File: config.mk
export PLATFORM = sky130hd
export DESIGN_NAME = cocr_regs
export DESIGN_NICKNAME = d
export VERILOG_FILES = /design/src/hdl/cocr_regs.v
export VERILOG_INCLUDE_DIRS = /design/src /design/src/hdl
export SDC_FILE = /design/constraint.sdc
export NUM_CORES = 1
export LEC_CHECK = 0
export BUFFER_PORTS_ARGS = -buffer_cell sky130_fd_sc_hd__buf_2
export CAP_MARGIN = 20
export CORE_ASPECT_RATIO = 0.5
export CORE_MARGIN = 3
export CORE_UTILIZATION = 25
export DETAILED_ROUTE_END_ITERATION = 7
export PLACE_DENSITY = 0.39
export SKIP_LAST_GASP = 1
export SLEW_MARGIN = 15
export SYNTH_ARGS = -nofsm -noshare
export SYNTH_HDL_FRONTEND = slang
export SYNTH_SLANG_ARGS = --single-unit
File: constraint.sdc
create_clock -name i_clk -period 4.7 [get_ports i_clk]
set_clock_uncertainty 0.15 [all_clocks]
set_input_delay 0.235 -clock i_clk [delete_from_list [all_inputs] [get_ports i_clk]]
set_output_delay 0.235 -clock i_clk [all_outputs]
set_load 0.005 [all_outputs]
File: src/hdl/cocr_map.vh
// Purpose: Offsets, field positions and reset values of the clock output configuration bank.
// Assumes: Byte-wide registers on an 8-bit offset space.
// Notes:   Included by cocr_regs.v only.
`ifndef COCR_MAP_VH
`define COCR_MAP_VH

`define COCR_OFS_STD_SELECT   8'h56
`define COCR_OFS_TERM_MODE    8'h57
`define COCR_OFS_DIV_HIGH     8'h60
`define COCR_OFS_DIV_MID      8'h61
`define COCR_OFS_DIV_LOW      8'h62
`define COCR_OFS_SE_DRIVE     8'h63
`define COCR_OFS_SKEW_DELAY   8'h64
`define COCR_OFS_SUPPLY       8'h65
`define COCR_OFS_PAGE_SELECT  8'hFF

`define COCR_PAGE_THIS        8'h02
`define COCR_RESET_BYTE       8'h00

`define COCR_STD_LSB          0
`define COCR_STD_MSB          2
`define COCR_DIV_TOP_LSB      6
`define COCR_DIV_TOP_MSB      7
`define COCR_TERM_LSB         0
`define COCR_TERM_MSB         3
`define COCR_FINE_EXT_BIT     4
`define COCR_PHASE_LSB        6
`define COCR_PHASE_MSB        7
`define COCR_DRIVE_LSB        0
`define COCR_DRIVE_MSB        2
`define COCR_COARSE_LSB       0
`define COCR_COARSE_MSB       5
`define COCR_FINE_LSB         6
`define COCR_FINE_MSB         7
`define COCR_SUPPLY_LSB       3
`define COCR_SUPPLY_MSB       4

`define COCR_TERM_EXT_DIFF    4'h0
`define COCR_TERM_PULLUP      4'h2
`define COCR_TERM_PULLDN      4'h1
`define COCR_TERM_SE_POS      4'h4
`define COCR_TERM_SE_NEG      4'h8
`define COCR_TERM_SE_BOTH     4'hC

`define COCR_STD_LVDS         3'h0
`define COCR_STD_LVPECL_CM    3'h1
`define COCR_STD_CML          3'h2
`define COCR_STD_HCSL         3'h3
`define COCR_STD_LVDS_BOOST   3'h4
`define COCR_STD_LVPECL_NOCM  3'h5

`define COCR_SUPPLY_1V8       2'h0
`define COCR_SUPPLY_2V5       2'h1
`define COCR_SUPPLY_3V3       2'h2

`define COCR_FINE_MAX_STEPS   3'h4
`define COCR_FINE_STEP_PS     30

`endif

File: src/hdl/cocr_regs.v
// Purpose: Configuration register bank for one clock output channel and decode of its fields.
// Assumes: Host port is a plain synchronous byte port; page switching is done through 0xFF.
// Notes:   Reads answer one clock after the read strobe; unmapped offsets read as zero.
//
// Functional notes
// - Divide ratio bits 23:16, 15:8, 7:0 live at 0x60, 0x61, 0x62.
// - Divide ratio bits 29:28 sit in bits 7:6 of the standard register.
// - Delay bits 5:0 give coarse skew of 0 to 63 oscillator periods.
// - Delay bits 7:6 give fine skew of 0 to 3 steps of 30 ps.
// - Bit 4 of 0x57 extends fine skew to three bits, 0 to 4 steps.
// - Bits 3:0 of 0x57 select termination and single-ended pin usage.
// - Bits 7:6 of 0x63 route clock legs onto the pins in single-ended mode.
// - Three-bit standard field selects LVDS, LVPECL, CML, HCSL or boosted LVDS.
// - Bits 4:3 of 0x65 select output supply of 1.8, 2.5 or 3.3 V.
// - Page selector at 0xFF, on every page, chooses which page lower offsets reach.
`include "cocr_map.vh"

module cocr_regs (
	input  wire        i_clk,
	input  wire        i_rst_n,
	input  wire [7:0]  i_addr,
	input  wire [7:0]  i_wdata,
	input  wire        i_wr,
	input  wire        i_rd,
	output reg  [7:0]  o_rdata,
	output reg  [7:0]  o_page,
	output reg  [29:0] o_output_divide_ratio,
	output reg  [5:0]  o_coarse_skew,
	output reg  [2:0]  o_fine_skew_steps,
	output reg         o_fine_skew_reserved,
	output reg         o_term_external_diff,
	output reg         o_term_pullup_diff,
	output reg         o_term_pulldown_diff,
	output reg         o_positive_output_pin_en,
	output reg         o_negative_output_pin_en,
	output reg         o_term_reserved,
	output reg         o_positive_pin_complement,
	output reg         o_negative_pin_complement,
	output reg  [2:0]  o_se_drive_strength,
	output reg  [5:0]  o_output_standard_select,
	output reg         o_standard_reserved,
	output reg  [2:0]  o_output_supply_setting,
	output reg         o_supply_reserved
);

	reg [7:0] page_reg;
	reg [7:0] std_select_reg;
	reg [7:0] term_mode_reg;
	reg [7:0] div_high_reg;
	reg [7:0] div_mid_reg;
	reg [7:0] div_low_reg;
	reg [7:0] se_drive_reg;
	reg [7:0] skew_delay_reg;
	reg [7:0] supply_reg;
	reg [7:0] rdata_next;

	wire       page_hit;
	wire [3:0] term_code;
	wire [1:0] phase_code;
	wire [2:0] fine_code;
	wire [2:0] std_code;
	wire [1:0] supply_code;
	wire       single_ended;

	assign page_hit     = (page_reg == `COCR_PAGE_THIS);
	assign term_code    = term_mode_reg[`COCR_TERM_MSB:`COCR_TERM_LSB];
	assign phase_code   = se_drive_reg[`COCR_PHASE_MSB:`COCR_PHASE_LSB];
	assign fine_code    = {term_mode_reg[`COCR_FINE_EXT_BIT], skew_delay_reg[`COCR_FINE_MSB:`COCR_FINE_LSB]};
	assign std_code     = std_select_reg[`COCR_STD_MSB:`COCR_STD_LSB];
	assign supply_code  = supply_reg[`COCR_SUPPLY_MSB:`COCR_SUPPLY_LSB];
	assign single_ended = (term_code == `COCR_TERM_SE_POS) || (term_code == `COCR_TERM_SE_NEG) ||
	                      (term_code == `COCR_TERM_SE_BOTH);

	////////////////////////////////////////////////////////////////////////////////
	// Register writes.
	always @(posedge i_clk or negedge i_rst_n) begin
		if (!i_rst_n) begin
			page_reg       <= `COCR_RESET_BYTE;
			std_select_reg <= `COCR_RESET_BYTE;
			term_mode_reg  <= `COCR_RESET_BYTE;
			div_high_reg   <= `COCR_RESET_BYTE;
			div_mid_reg    <= `COCR_RESET_BYTE;
			div_low_reg    <= `COCR_RESET_BYTE;
			se_drive_reg   <= `COCR_RESET_BYTE;
			skew_delay_reg <= `COCR_RESET_BYTE;
			supply_reg     <= `COCR_RESET_BYTE;
		end else if (i_wr) begin
			if (i_addr == `COCR_OFS_PAGE_SELECT) begin
				page_reg <= i_wdata;
			end else if (page_hit && (i_addr == `COCR_OFS_STD_SELECT)) begin
				std_select_reg <= i_wdata;
			end else if (page_hit && (i_addr == `COCR_OFS_TERM_MODE)) begin
				term_mode_reg <= i_wdata;
			end else if (page_hit && (i_addr == `COCR_OFS_DIV_HIGH)) begin
				div_high_reg <= i_wdata;
			end else if (page_hit && (i_addr == `COCR_OFS_DIV_MID)) begin
				div_mid_reg <= i_wdata;
			end else if (page_hit && (i_addr == `COCR_OFS_DIV_LOW)) begin
				div_low_reg <= i_wdata;
			end else if (page_hit && (i_addr == `COCR_OFS_SE_DRIVE)) begin
				se_drive_reg <= i_wdata;
			end else if (page_hit && (i_addr == `COCR_OFS_SKEW_DELAY)) begin
				skew_delay_reg <= i_wdata;
			end else if (page_hit && (i_addr == `COCR_OFS_SUPPLY)) begin
				supply_reg <= i_wdata;
			end
		end
	end

	////////////////////////////////////////////////////////////////////////////////
	// Read multiplexer.
	always @* begin
		rdata_next = `COCR_RESET_BYTE;
		if (i_addr == `COCR_OFS_PAGE_SELECT) begin
			rdata_next = page_reg;
		end else if (page_hit && (i_addr == `COCR_OFS_STD_SELECT)) begin
			rdata_next = std_select_reg;
		end else if (page_hit && (i_addr == `COCR_OFS_TERM_MODE)) begin
			rdata_next = term_mode_reg;
		end else if (page_hit && (i_addr == `COCR_OFS_DIV_HIGH)) begin
			rdata_next = div_high_reg;
		end else if (page_hit && (i_addr == `COCR_OFS_DIV_MID)) begin
			rdata_next = div_mid_reg;
		end else if (page_hit && (i_addr == `COCR_OFS_DIV_LOW)) begin
			rdata_next = div_low_reg;
		end else if (page_hit && (i_addr == `COCR_OFS_SE_DRIVE)) begin
			rdata_next = se_drive_reg;
		end else if (page_hit && (i_addr == `COCR_OFS_SKEW_DELAY)) begin
			rdata_next = skew_delay_reg;
		end else if (page_hit && (i_addr == `COCR_OFS_SUPPLY)) begin
			rdata_next = supply_reg;
		end
	end

	////////////////////////////////////////////////////////////////////////////////
	// Read data register, loaded only on a read strobe.
	always @(posedge i_clk or negedge i_rst_n) begin
		if (!i_rst_n) begin
			o_rdata <= 8'h00;
		end else if (i_rd) begin
			o_rdata <= rdata_next;
		end
	end

	////////////////////////////////////////////////////////////////////////////////
	// Page selector mirror.
	always @(posedge i_clk or negedge i_rst_n) begin
		if (!i_rst_n) begin
			o_page <= 8'h00;
		end else begin
			o_page <= page_reg;
		end
	end

	////////////////////////////////////////////////////////////////////////////////
	// Divide ratio assembled from its byte registers.
	always @(posedge i_clk or negedge i_rst_n) begin
		if (!i_rst_n) begin
			o_output_divide_ratio <= 30'h0000_0000;
		end else begin
			o_output_divide_ratio <= {std_select_reg[`COCR_DIV_TOP_MSB:`COCR_DIV_TOP_LSB],
			                          4'h0, div_high_reg, div_mid_reg, div_low_reg};
		end
	end

	////////////////////////////////////////////////////////////////////////////////
	// Coarse skew count.
	always @(posedge i_clk or negedge i_rst_n) begin
		if (!i_rst_n) begin
			o_coarse_skew <= 6'h00;
		end else begin
			o_coarse_skew <= skew_delay_reg[`COCR_COARSE_MSB:`COCR_COARSE_LSB];
		end
	end

	////////////////////////////////////////////////////////////////////////////////
	// Fine skew steps; reserved codes give no added delay.
	always @(posedge i_clk or negedge i_rst_n) begin
		if (!i_rst_n) begin
			o_fine_skew_steps <= 3'h0;
		end else begin
			if (fine_code > `COCR_FINE_MAX_STEPS) begin
				o_fine_skew_steps <= 3'h0;
			end else begin
				o_fine_skew_steps <= fine_code;
			end
		end
	end

	////////////////////////////////////////////////////////////////////////////////
	// Fine skew reserved flag.
	always @(posedge i_clk or negedge i_rst_n) begin
		if (!i_rst_n) begin
			o_fine_skew_reserved <= 1'b0;
		end else begin
			o_fine_skew_reserved <= (fine_code > `COCR_FINE_MAX_STEPS);
		end
	end

	////////////////////////////////////////////////////////////////////////////////
	// Differential termination flags.
	always @(posedge i_clk or negedge i_rst_n) begin
		if (!i_rst_n) begin
			o_term_external_diff <= 1'b1;
			o_term_pullup_diff   <= 1'b0;
			o_term_pulldown_diff <= 1'b0;
		end else begin
			o_term_external_diff <= (term_code == `COCR_TERM_EXT_DIFF);
			o_term_pullup_diff   <= (term_code == `COCR_TERM_PULLUP);
			o_term_pulldown_diff <= (term_code == `COCR_TERM_PULLDN);
		end
	end

	////////////////////////////////////////////////////////////////////////////////
	// Single-ended pin enables.
	always @(posedge i_clk or negedge i_rst_n) begin
		if (!i_rst_n) begin
			o_positive_output_pin_en <= 1'b0;
			o_negative_output_pin_en <= 1'b0;
		end else begin
			o_positive_output_pin_en <= (term_code == `COCR_TERM_SE_POS) || (term_code == `COCR_TERM_SE_BOTH);
			o_negative_output_pin_en <= (term_code == `COCR_TERM_SE_NEG) || (term_code == `COCR_TERM_SE_BOTH);
		end
	end

	////////////////////////////////////////////////////////////////////////////////
	// Termination reserved flag.
	always @(posedge i_clk or negedge i_rst_n) begin
		if (!i_rst_n) begin
			o_term_reserved <= 1'b0;
		end else begin
			o_term_reserved <= !single_ended && (term_code != `COCR_TERM_EXT_DIFF) &&
			                   (term_code != `COCR_TERM_PULLUP) && (term_code != `COCR_TERM_PULLDN);
		end
	end

	////////////////////////////////////////////////////////////////////////////////
	// Clock leg routing; differential modes keep true and complement.
	always @(posedge i_clk or negedge i_rst_n) begin
		if (!i_rst_n) begin
			o_positive_pin_complement <= 1'b0;
			o_negative_pin_complement <= 1'b1;
		end else begin
			if (single_ended) begin
				o_positive_pin_complement <= phase_code[1];
				o_negative_pin_complement <= ~phase_code[0];
			end else begin
				o_positive_pin_complement <= 1'b0;
				o_negative_pin_complement <= 1'b1;
			end
		end
	end

	////////////////////////////////////////////////////////////////////////////////
	// Single-ended drive strength, passed on as stored.
	always @(posedge i_clk or negedge i_rst_n) begin
		if (!i_rst_n) begin
			o_se_drive_strength <= 3'h0;
		end else begin
			o_se_drive_strength <= se_drive_reg[`COCR_DRIVE_MSB:`COCR_DRIVE_LSB];
		end
	end

	////////////////////////////////////////////////////////////////////////////////
	// Driver standard decode, one-hot with a reserved flag.
	always @(posedge i_clk or negedge i_rst_n) begin
		if (!i_rst_n) begin
			o_output_standard_select <= 6'h01;
			o_standard_reserved      <= 1'b0;
		end else begin
			o_output_standard_select <= 6'h00;
			o_standard_reserved      <= 1'b0;
			case (std_code)
				`COCR_STD_LVDS:        o_output_standard_select <= 6'h01;
				`COCR_STD_LVPECL_CM:   o_output_standard_select <= 6'h02;
				`COCR_STD_CML:         o_output_standard_select <= 6'h04;
				`COCR_STD_HCSL:        o_output_standard_select <= 6'h08;
				`COCR_STD_LVDS_BOOST:  o_output_standard_select <= 6'h10;
				`COCR_STD_LVPECL_NOCM: o_output_standard_select <= 6'h20;
				default:               o_standard_reserved <= 1'b1;
			endcase
		end
	end

	////////////////////////////////////////////////////////////////////////////////
	// Supply level decode, one-hot with a reserved flag.
	always @(posedge i_clk or negedge i_rst_n) begin
		if (!i_rst_n) begin
			o_output_supply_setting <= 3'h1;
			o_supply_reserved       <= 1'b0;
		end else begin
			o_output_supply_setting <= 3'h0;
			o_supply_reserved       <= 1'b0;
			case (supply_code)
				`COCR_SUPPLY_1V8: o_output_supply_setting <= 3'h1;
				`COCR_SUPPLY_2V5: o_output_supply_setting <= 3'h2;
				`COCR_SUPPLY_3V3: o_output_supply_setting <= 3'h4;
				default:          o_supply_reserved <= 1'b1;
			endcase
		end
	end

endmodule // cocr_regs

Word-level counts from Yosys, hierarchy flattened
Index checks and enable logic that the tools add are counted.
Word-level totals
  flip-flop bits (word level): 146
  input bits: 20
  output and inout port bits: 78
  logic and storage cells: 109
Cells by class
  magnitude comparators: 1
  eq/ne operators: 24
  multiplexer cells: 16
  bitwise logic cells: 9
  reductions and logical operators: 31
Operator list (number)
  $mux W8: 9
  $eq A8 B7 Y1 const B: 8
  $pmux W6 S6: 1
  $logic_and A1 B1 Y1: 11
  $reduce_and A10 Y1: 1
  $not A1 Y1: 9
  $pmux W3 S3: 1
  $reduce_and A9 Y1: 1
  $eq A4 B4 Y1 const B: 2
  $eq A8 B2 Y1 const B: 1
  $eq A8 B8 Y1 const B: 1
  $reduce_and A8 Y1: 1
  $reduce_and A7 Y1: 1
  $eq A3 B2 Y1 const B: 2
  $eq A3 B3 Y1 const B: 2
  $reduce_and A6 Y1: 1
  $reduce_or A6 Y1: 1
  $reduce_and A5 Y1: 1
  $eq A4 B1 Y1 const B: 1
  $eq A4 B2 Y1 const B: 1
  $eq A4 B3 Y1 const B: 1
  $logic_not A4 Y1: 1
  $logic_or A1 B1 Y1: 4
  $mux W1: 4
  other kinds (15): 15

Depth between registers and ports, before layout
Gate-level depths: netlist of run 1.
  word-level depth: 11
  depth in mapped cells: 8
  mapped depth without buffers: 5

Least setup slack after synthesis of run 1
OpenSTA, ideal clock, no wires.
  path kind: register to register
  start: register page_reg[0]
  end: register supply_reg[0]
  arrival time: 2.144 ns
  data required time: 4.425 ns
  setup slack: 2.282 ns
  cell stages (with the launch flop): 6
  path buffers: 0
  clock period less this slack: 2.418 ns
  cells stage by stage: dfrtp_1 nor4b_4 nand3_4 or4_4 nor2_4 mux2_2
Between the ends
  cells in the longest elaborated chain, start to end: 4
  elaborated cells on any way between the ends: 17
RTL lines
  from (decl): RTL line cocr_regs.v:46  | reg [7:0] page_reg;
  from (signal assigned): RTL line cocr_regs.v:78  | page_reg <= `COCR_RESET_BYTE;
  from (signal assigned): RTL line cocr_regs.v:89  | page_reg <= i_wdata;
  $eq A8 B2 Y1 (no line) *
  $logic_and A1 B1 Y1, or another cell as far along: RTL line cocr_regs.v:102  | end else if (page_hit && (i_addr == `COCR_OFS_SKEW_DELAY)) begin
  $not A1 Y1 (no line)
  $reduce_and A10 Y1 (no line) *
  to (signal assigned): RTL line cocr_regs.v:86  | supply_reg <= `COCR_RESET_BYTE;
  to (signal assigned): RTL line cocr_regs.v:105  | supply_reg <= i_wdata;
  to (decl): RTL line cocr_regs.v:54  | reg [7:0] supply_reg;
Mark *: on every way between the ends. The rest lies on a longest branch, timed or not.
A chain may end at the register's enable or synchronous reset.

Final worst setup path of run 1
  start: register page_reg[5]
  end: register supply_reg[1]
The elaborated chain is that of the path after synthesis.

==> results of run 1 <==
==> cell usage in the layout, fill, tap and decap left out, drive strengths merged, types with 8 or more instances in the layout <==
master / instances
dfrtp: 142
buf: 97
mux2: 73
clkbuf: 19
mux2i: 15
o21ai: 14
nand3: 13
nor2: 11
nand2b: 10
a21oi: 10
o221ai: 9
nand2: 8
==> worst max-delay path, delay by kind of cell (launching register included) <==
| family | cells | cell delay, ps |
|---|---|---|
| simple gates | 4 | 1730 |
| flops | 1 | 500 |
| mux | 1 | 380 |
==> layer usage <==
layer / vias to the layer above / wire (um) / global-route usage (%)
li1: 1655 / - / -
met1: 1892 / 7750 / 19.8
met2: 63 / 7420 / 20.5
met3: 6 / 874 / 3.54
met4: 0 / 104 / 3.15
met5: - / 0 / 0
==> power breakdown <==
part	switching, W	internal [W]	total [W]
logic	0.0000810	0.0000340	0.000115
clock network	0.000541	0.000794	0.00134
registers	0.0000120	0.00127	0.00128
total	0.000634	0.00210	0.00273
==> metrics by stage <==
step | instance area (um2) | power, W | cells | util, % | setup slack, ps
floorplan | 5780 | 0.00135 | 402 | - | 2280
global placement | 6570 | 0.00142 | 781 | 29.6 | 1730
detailed placement | 6570 | 0.00142 | 781 | 29.6 | 1720
CTS | 7150 | 0.00278 | 814 | 32.3 | 1760
global route | 7150 | 0.00285 | 814 | 32.3 | 1670
finish | 7150 | 0.00273 | 814 | 32.3 | 1810
==> worst min-delay path by stage <==
stage / endpoint / slack, ps
after CTS: skew_delay_reg[6] / 70
after detailed placement: o_page[6] / 200
final: skew_delay_reg[6] / 70
after floorplan: div_high_reg[0] / -210
after global routing: page_reg[6] / 90
after global placement: o_page[6] / 210
==> kinds of logic after synthesis <==
| kind of cell | Yosys count | synth area share (%) |
|---|---|---|
| AND/OR/NAND/NOR | 86 | 10.8 |
| buffers and inverters | 21 | 1.76 |
| other | 1 | 0.0650 |
| adder cells (fa/ha/maj) | 1 | 0.174 |
| multiplexers | 88 | 17.4 |
| AO/OA/AOI/OAI | 56 | 6.42 |
| flip-flops | 146 | 63.4 |
==> what timing repair did <==
item	in CTS	in global routing
gates resized for setup	0	0
endpoints found under the hold margin	75	0
endpoints found under the setup margin	0	0
hold buffers	1	0
==> cell type report <==
| class | count | area [um2] |
|---|---|---|
| sequential | 146 | 3660 |
| clock inverter | 13 | 136 |
| inverter | 3 | 11.3 |
| fill | 2268 | 15000 |
| timing repair buffer | 98 | 512 |
| tap | 300 | 375 |
| clock buffer | 19 | 443 |
| multi-input combinational | 235 | 2020 |
==> metrics, run 1 <==
Post-layout nets=~520; Detail Route Antenna Nets=0; Min Hold Slack=between 70 and 80 ps; # DRC=0; Setup TNS=0 ps; Placer Congestion=0.763; commonest cells in the netlist=dfrtp_1, mux2_2, mux2i_1, o21ai_0, clkbuf_1; post-route clock period utilization=61.5%; Worst Reg-to-Reg Cells=5; routed len/inst=between 15 and 20 um; largest area contributor in the netlist=dfrtp_1; CTS Buf Count=17; worst vdd ir=between 0.00015 and 0.0002 V; unrepaired setup endpoints after global routing=no; final hold violation count=0; Starting Density=between 20% and 30%; dominant cells by area after synthesis=dfrtp_1, mux2_2, mux2i_1; Post-Syn Area=about 5800 um2; Final Setup Violations=0; Crit. Startpoint=page_reg[5]; Cells after Synth=roughly 400; root buffer selected by CTS=clkbuf_16; vias in the first global route=between 3000 and 4000; register-to-register setup slack=~1800 ps; Tmin final=2890 ps; power per cell area=382 nW/um2; FMAX=approximately 0.35 GHz; Setup CP Type=flip-flop to flip-flop; leakage=~3.6 nW; Synth warnings=0; CP startpoint kind=flip-flop; Worst path max stage delay=660 ps; share of layout cells above drive strength 1=42.2%; initial antenna violation count=0; Hold Crit Depth=2; fin. max-slew vios=0; Reg with most FFs=o_output_divide_ratio; Req. time, crit path=roughly 4800 ps; CTS tree=done; gr usage total=a little over an eighth; status=completed; H-tree depth=4; diode count=0; Arrival @ worst endpoint=3030 ps; slowest CP cell=nor4_4; HP Start=i_wdata[6]; CTS sink count=between 100 and 150; postcts setup bufs=0; mean area per synthesized cell=between 10 and 15 um2; Async SR Flop Fraction=between 90% and 100%; Ports=98; first drt pass iteration count=4; first-pass GRT wire length=25.1 mm; Slew headroom=45.1%; DR iter-0 viols=225; # rows=38; worst-path fanout max=8; worst slew pin tran=approximately 820 ps; Worst-Skew Late Latency=around 420 ps; top cell type's share of synthesized area=between 60% and 70%; maximum root-to-sink buffer count=2; sequential area share after synthesis=a little under two thirds; Clk pin slew, worst setup/hold paths=around 70 ps; final WL=16.1 mm; DP HPWL=approximately 11 mm; Remaining Overflow, GRT=0; DIE WIDTH=~220 um; routed vias=~3600; Core Area=approximately 22000 um2; max FFs per register=26; Worst Setup EP=supply_reg[1]; FF-to-FF Start=page_reg[5]; Synth cell types=52; #FFs+latches synth=146; count of maximum capacitance violations=0; Die ar.=25000 um2; worst hold path type=primary input to flip-flop; I/O Buffers=93; Layout area overhead=24.1%; crit end category=flip-flop; die height=approximately 110 um; vias per cell=between 4 and 5; largest net degree at the start of global routing=~80; Synth Flop Type=dfrtp_1; cell with the most instances after synthesis=dfrtp_1; Post-synth EDFFs=0; CP cell instances=nor4_4 -> nand3_4 -> or4_4 -> nor2_4 -> mux2_2; reg2reg end=supply_reg[1]
Power figures use the tool's default switching activity.
==> inputs of run 2 (changes only) <==
--- a/config.mk
+++ b/config.mk
@@ -12,7 +12,7 @@
 export CORE_MARGIN = 3
 export CORE_UTILIZATION = 25
 export DETAILED_ROUTE_END_ITERATION = 7
-export PLACE_DENSITY = 0.39
+export PLACE_DENSITY = 0.4
 export SKIP_LAST_GASP = 1
 export SLEW_MARGIN = 15
 export SYNTH_ARGS = -nofsm -noshare
==> constraint.sdc (replaced) <==
create_clock -name i_clk -period 2.45 [get_ports i_clk]
set_clock_uncertainty 0.15 [all_clocks]
set_input_delay 0.1225 -clock i_clk [delete_from_list [all_inputs] [get_ports i_clk]]
set_output_delay 0.1225 -clock i_clk [all_outputs]
set_load 0.005 [all_outputs]
==> metrics, run 2 (synthesis results as in run 1) <==
commonest non-fill, non-tap cell in the layout=dfrtp_1 (unchanged); Arrival @ worst endpoint=2540 ps (was 3030 ps); commonest cells after routing, fill and taps aside=dfrtp_1, buf_2, mux2_2 (unchanged); Core Area=22200 um2 (unchanged); count of maximum capacitance violations=0 (unchanged); CP cell instances=nor4_4 -> buf_12 -> nand3_4 -> or4_4 -> nor2_4 -> mux2_2 (was nor4_4 -> nand3_4 -> or4_4 -> nor2_4 -> mux2_2); reg2reg end=supply_reg[2] (was supply_reg[1]); Hold Crit Depth=2 (unchanged); Final Setup Violations=0 (unchanged); routed vias=3833 (was 3616); Layout fillers=2264 (was 2268); # rows=38 (unchanged); CTS sink count=146 (unchanged); DIE WIDTH=221 um (unchanged); Ports=98 (unchanged); worst vdd ir=0.000430 V (was 0.000191 V); largest net degree at the start of global routing=58 (was 82); final hold violation count=0 (unchanged); die height=113 um (unchanged); H-tree depth=4 (unchanged); root buffer selected by CTS=clkbuf_16 (unchanged); total power=0.00540 W (was 0.00273 W); Layout area overhead=29.5% (was 24.1%); # DRC=0 (unchanged); leakage=3.76 nW (was 3.57 nW); CP startpoint kind=flip-flop (unchanged); post-route clock period utilization=97.6% (was 61.5%); diode count=0 (unchanged); Post-layout nets=555 (was 521); Tmin final=2390 ps (was 2890 ps); Remaining Overflow, GRT=0 (unchanged); Worst path max stage delay=480 ps (was 660 ps); FMAX=0.418 GHz (was 0.346 GHz); Clk pin slew, worst setup/hold paths=60 ps (was 70 ps); placed cells=809 (was 781); max FFs per register=26 (unchanged); Hold EP=div_low_reg[1] (was skew_delay_reg[6]); Crit. Startpoint=page_reg[4] (was page_reg[5]); CTS tree=done (unchanged); Setup TNS=0 ps (unchanged); FF-to-FF Start=page_reg[4] (was page_reg[5]); maximum root-to-sink buffer count=2 (unchanged); power per cell area=723 nW/um2 (was 382 nW/um2); routed len/inst=19.3 um (was 19.8 um); vias in the first global route=3996 (was 3977); HP Start=i_wdata[1] (was i_wdata[6]); first-pass GRT wire length=25.0 mm (was 25.1 mm); Slew headroom=46.5% (was 45.1%); pre-CTS setup slack=76.7 ps (was 1720 ps); Die ar.=25000 um2 (unchanged); status=completed (unchanged); Worst Reg-to-Reg Cells=6 (was 5); Setup WS post-layout=59.4 ps (was 1810 ps); worst slew pin tran=799 ps (was 821 ps); Req. time, crit path=2600 ps (was 4840 ps); gr usage total=13.6% (about the same); Final Non-Filler Cells=846 (was 814); fin. max-slew vios=0 (unchanged); worst-path fanout max=8 (unchanged); first drt pass iteration count=4 (unchanged); Reg with most FFs=o_output_divide_ratio (unchanged); worst hold path type=primary input to flip-flop (unchanged); Worst-Skew Late Latency=420 ps (about the same); unrepaired setup endpoints after global routing=no (unchanged); Starting Density=26.0% (unchanged); vias per cell=4.53 (was 4.44); DR iter-0 viols=151 (was 225); crit end category=flip-flop (unchanged); initial antenna violation count=1 (was 0); Placer Congestion=0.751 (was 0.763); final WL=16.4 mm (was 16.1 mm); share of layout cells above drive strength 1=44.5% (was 42.2%); DP HPWL=11.6 mm (was 11.1 mm); Detail Route Antenna Nets=0 (unchanged); Setup CP Type=flip-flop to flip-flop (unchanged); register-to-register setup slack=60 ps (was 1810 ps); I/O Buffers=93 (unchanged); CTS Buf Count=17 (unchanged); slowest CP cell=or4_4 (was nor4_4)
[run 2: cell types whose count changed in the layout (fill, tap and decap cells not counted)]
cell | before | now
dlygate4sd3_1 | 1 | 6
buf_12 | 0 | 2
clkinv_4 | 2 | 1
buf_4 | 4 | 30
inv_6 | 1 | 0
clkinvlp_4 | 4 | 2
clkbuf_1 | 1 | 2
clkbuf_8 | 1 | 0
bufinv_16 | 2 | 4
buf_6 | 1 | 2
[run 2: stage by stage]
step                      cell area (um2)  hold slack (ps)  util (%)
after floorplan                      5780             -323         -
after global placement               6800            -39.9      30.7
after detailed placement             6800            -42.8      30.7
after CTS                            7450             4.92      33.6
after global routing                 7470             33.7      33.7
final                                7470             33.6      33.7
[run 2: worst max path at each step]
stage	end	slack (ps)	cells past startpoint
2_1_floorplan	supply_reg[0]	30	5
3_3_place_gp	supply_reg[3]	70	6
3_5_place_dp	div_high_reg[6]	80	5
4_1_cts	div_high_reg[5]	50	5
5_1_grt	supply_reg[4]	3	6
6_report	supply_reg[2]	60	6
[run 2: repair_timing]
item / CTS / global route
buffers inserted: 0 / 1
hold endpoints to repair: 159 / 2
hold buffers: 5 / 1
resized for setup: 0 / 1
endpoints found under the setup margin: 0 / 10
[run 2: layout make-up]
cell class / instances / area, um2 / area share [%]
clock buffer: 19 / 433 / 5.80
clock inverter: 11 / 164 / 2.19
inverter: 3 / 11.3 / 0.151
multi-input combinational: 235 / 2020 / 27.0
sequential: 146 / 3660 / 49.0
tap: 300 / 375 / 5.03
timing repair buffer: 132 / 808 / 10.8
[run 2: worst max-delay path: cells and delay by family (launching register included)]
family                 cells  cell delay (ps)
multiplexers               1              370
buffers and inverters      1              170
flip-flops                 1              400
AND/OR/NAND/NOR            4             1170
[run 2: power by group]
part / internal [W] / total, W / switching (W)
registers: 0.00244 / 0.00245 / 0.0000170
clock network: 0.00169 / 0.00268 / 0.000992
logic: 0.0000976 / 0.000267 / 0.000169
[run 2: layer usage]
layer,part of all wire [%],global-route usage (%)
met1,49,18.9
met4,1.2,3.83
met3,3.5,3.30
met5,0,0
met2,47,21.3
==> inputs of run 3 (changes only) <==
--- a/config.mk
+++ b/config.mk
@@ -12,7 +12,7 @@
 export CORE_MARGIN = 3
 export CORE_UTILIZATION = 25
 export DETAILED_ROUTE_END_ITERATION = 7
-export PLACE_DENSITY = 0.4
+export PLACE_DENSITY = 0.39
 export SKIP_LAST_GASP = 1
 export SLEW_MARGIN = 15
 export SYNTH_ARGS = -nofsm -noshare
==> constraint.sdc (replaced) <==
create_clock -name i_clk -period 2.5 [get_ports i_clk]
set_clock_uncertainty 0.15 [all_clocks]
set_input_delay 0.125 -clock i_clk [delete_from_list [all_inputs] [get_ports i_clk]]
set_output_delay 0.125 -clock i_clk [all_outputs]
set_load 0.005 [all_outputs]
==> metrics, run 3 (synthesis results as in run 1) <==
status=completed (unchanged); final WL=16.5 mm (was 16.4 mm); share of layout cells above drive strength 1=44.0% (was 44.5%); placed cells=808 (was 809); vias in the first global route=4038 (was 3996); Setup CP Type=flip-flop to flip-flop (unchanged); CTS sink count=146 (unchanged); postcts setup bufs=0 (unchanged); Min Hold Slack=38.8 ps (was 33.6 ps); Req. time, crit path=2660 ps (was 2600 ps); DR iter-0 viols=246 (was 151); Arrival @ worst endpoint=2510 ps (was 2540 ps); commonest non-fill, non-tap cell in the layout=dfrtp_1 (unchanged); vias per cell=4.49 (was 4.53); worst vdd ir=0.000445 V (was 0.000430 V); # DRC=0 (unchanged); leakage=3.74 nW (was 3.76 nW); CTS tree=done (unchanged); root buffer selected by CTS=clkbuf_16 (unchanged); DP HPWL=11.6 mm (about the same); worst hold path type=primary input to flip-flop (unchanged); Final Setup Violations=0 (unchanged); routed vias=3795 (was 3833); first-pass GRT wire length=25.5 mm (was 25.0 mm); Detail Route Antenna Nets=0 (unchanged); Worst-Skew Late Latency=430 ps (was 420 ps); maximum root-to-sink buffer count=2 (unchanged); commonest cells after routing, fill and taps aside=dfrtp_1, buf_2, mux2_2 (unchanged); Remaining Overflow, GRT=0 (unchanged); Slew headroom=48.6% (was 46.5%); Setup TNS=0 ps (unchanged); post-route clock period utilization=94.1% (was 97.6%); Die ar.=25000 um2 (unchanged); Placer Congestion=0.757 (was 0.751); final hold violation count=0 (unchanged); initial antenna violation count=0 (was 1); FMAX=0.425 GHz (was 0.418 GHz); count of maximum capacitance violations=0 (unchanged); fin. max-slew vios=0 (unchanged); max FFs per register=26 (unchanged); I/O Buffers=93 (unchanged); DIE WIDTH=221 um (unchanged); worst-path fanout max=8 (unchanged); CTS Buf Count=17 (unchanged); diode count=0 (unchanged); first drt pass iteration count=4 (unchanged); die height=113 um (unchanged); H-tree depth=4 (unchanged); worst slew pin tran=768 ps (was 799 ps); unrepaired setup endpoints after global routing=no (unchanged); total power=0.00523 W (was 0.00540 W); Util after Layout=33.5% (was 33.7%); Starting Density=26.0% (unchanged); # rows=38 (unchanged); Clk pin slew, worst setup/hold paths=60 ps (about the same); gr usage total=13.9% (was 13.6%); Tmin final=2350 ps (was 2390 ps); post-cts hold buffer count=6 (was 5); Core Area=22200 um2 (unchanged); routed len/inst=19.5 um (was 19.3 um); Layout area overhead=28.7% (was 29.5%); crit end category=flip-flop (unchanged); Ports=98 (unchanged); power per cell area=705 nW/um2 (was 723 nW/um2); Final Non-Filler Cells=846 (unchanged); Post-layout nets=553 (was 555); CP startpoint kind=flip-flop (unchanged); Reg with most FFs=o_output_divide_ratio (unchanged); largest net degree at the start of global routing=61 (was 58); post_cts resized=0 (unchanged)
-- run 3: changes by cell type in the layout (fill, tap and decap cells not counted), sizes merged --
cell    before  now
bufinv       4    3
buf        126  124
clkbuf      19   22
-- run 3: report_power, final --
group	internal [W]	switching, W
Sequential	0.00239	0.0000172
Clock	0.00157	0.00101
Combinational	0.0000878	0.000165
-- run 3: final timing paths --
kind / from / endpoint / slack [ps] / cells past startpoint
min reg2reg: div_mid_reg[0] / o_output_divide_ratio[8] / 240 / 0
min: i_wdata[2] / div_low_reg[2] / 40 / 2
max: page_reg[0] / supply_reg[2] / 150 / 6
max in group asynchronous: i_rst_n / o_output_supply_setting[0] / 1360 / 3
max reg2reg: page_reg[0] / supply_reg[2] / 150 / 6
min in group asynchronous: i_rst_n / o_page[5] / 100 / 2
-- run 3: area by class of cell --
type / count / area, um2
sequential: 146 / 3660
clock inverter: 10 / 138
fill: 2249 / 14700
multi-input combinational: 235 / 2020
timing repair buffer: 130 / 777
inverter: 3 / 11.3
clock buffer: 22 / 444
tap: 300 / 375
-- run 3: worst max-delay path, stage by stage, from the launching register on --
cell	delay [ps]
dfrtp_1	400
nor4b_4	280
buf_4	210
nand3_4	80
or4_4	480
nor2_4	250
mux2_2	370
-- run 3: per-layer routing --
layer  track usage [%]  vias up  wire [um]
li1                  -     1730          -
met1              19.5     1987       8180
met2              21.5       62       7600
met3              3.49       16        520
met4              4.04        0        219
met5                 0        -          0
-- run 3: stage by stage --
step	setup slack (ps)	area (um2)
final	148	7420
after global routing	72.2	7420
after CTS	134	7420
after detailed placement	139	6780
after global placement	125	6780
after floorplan	81.6	5780
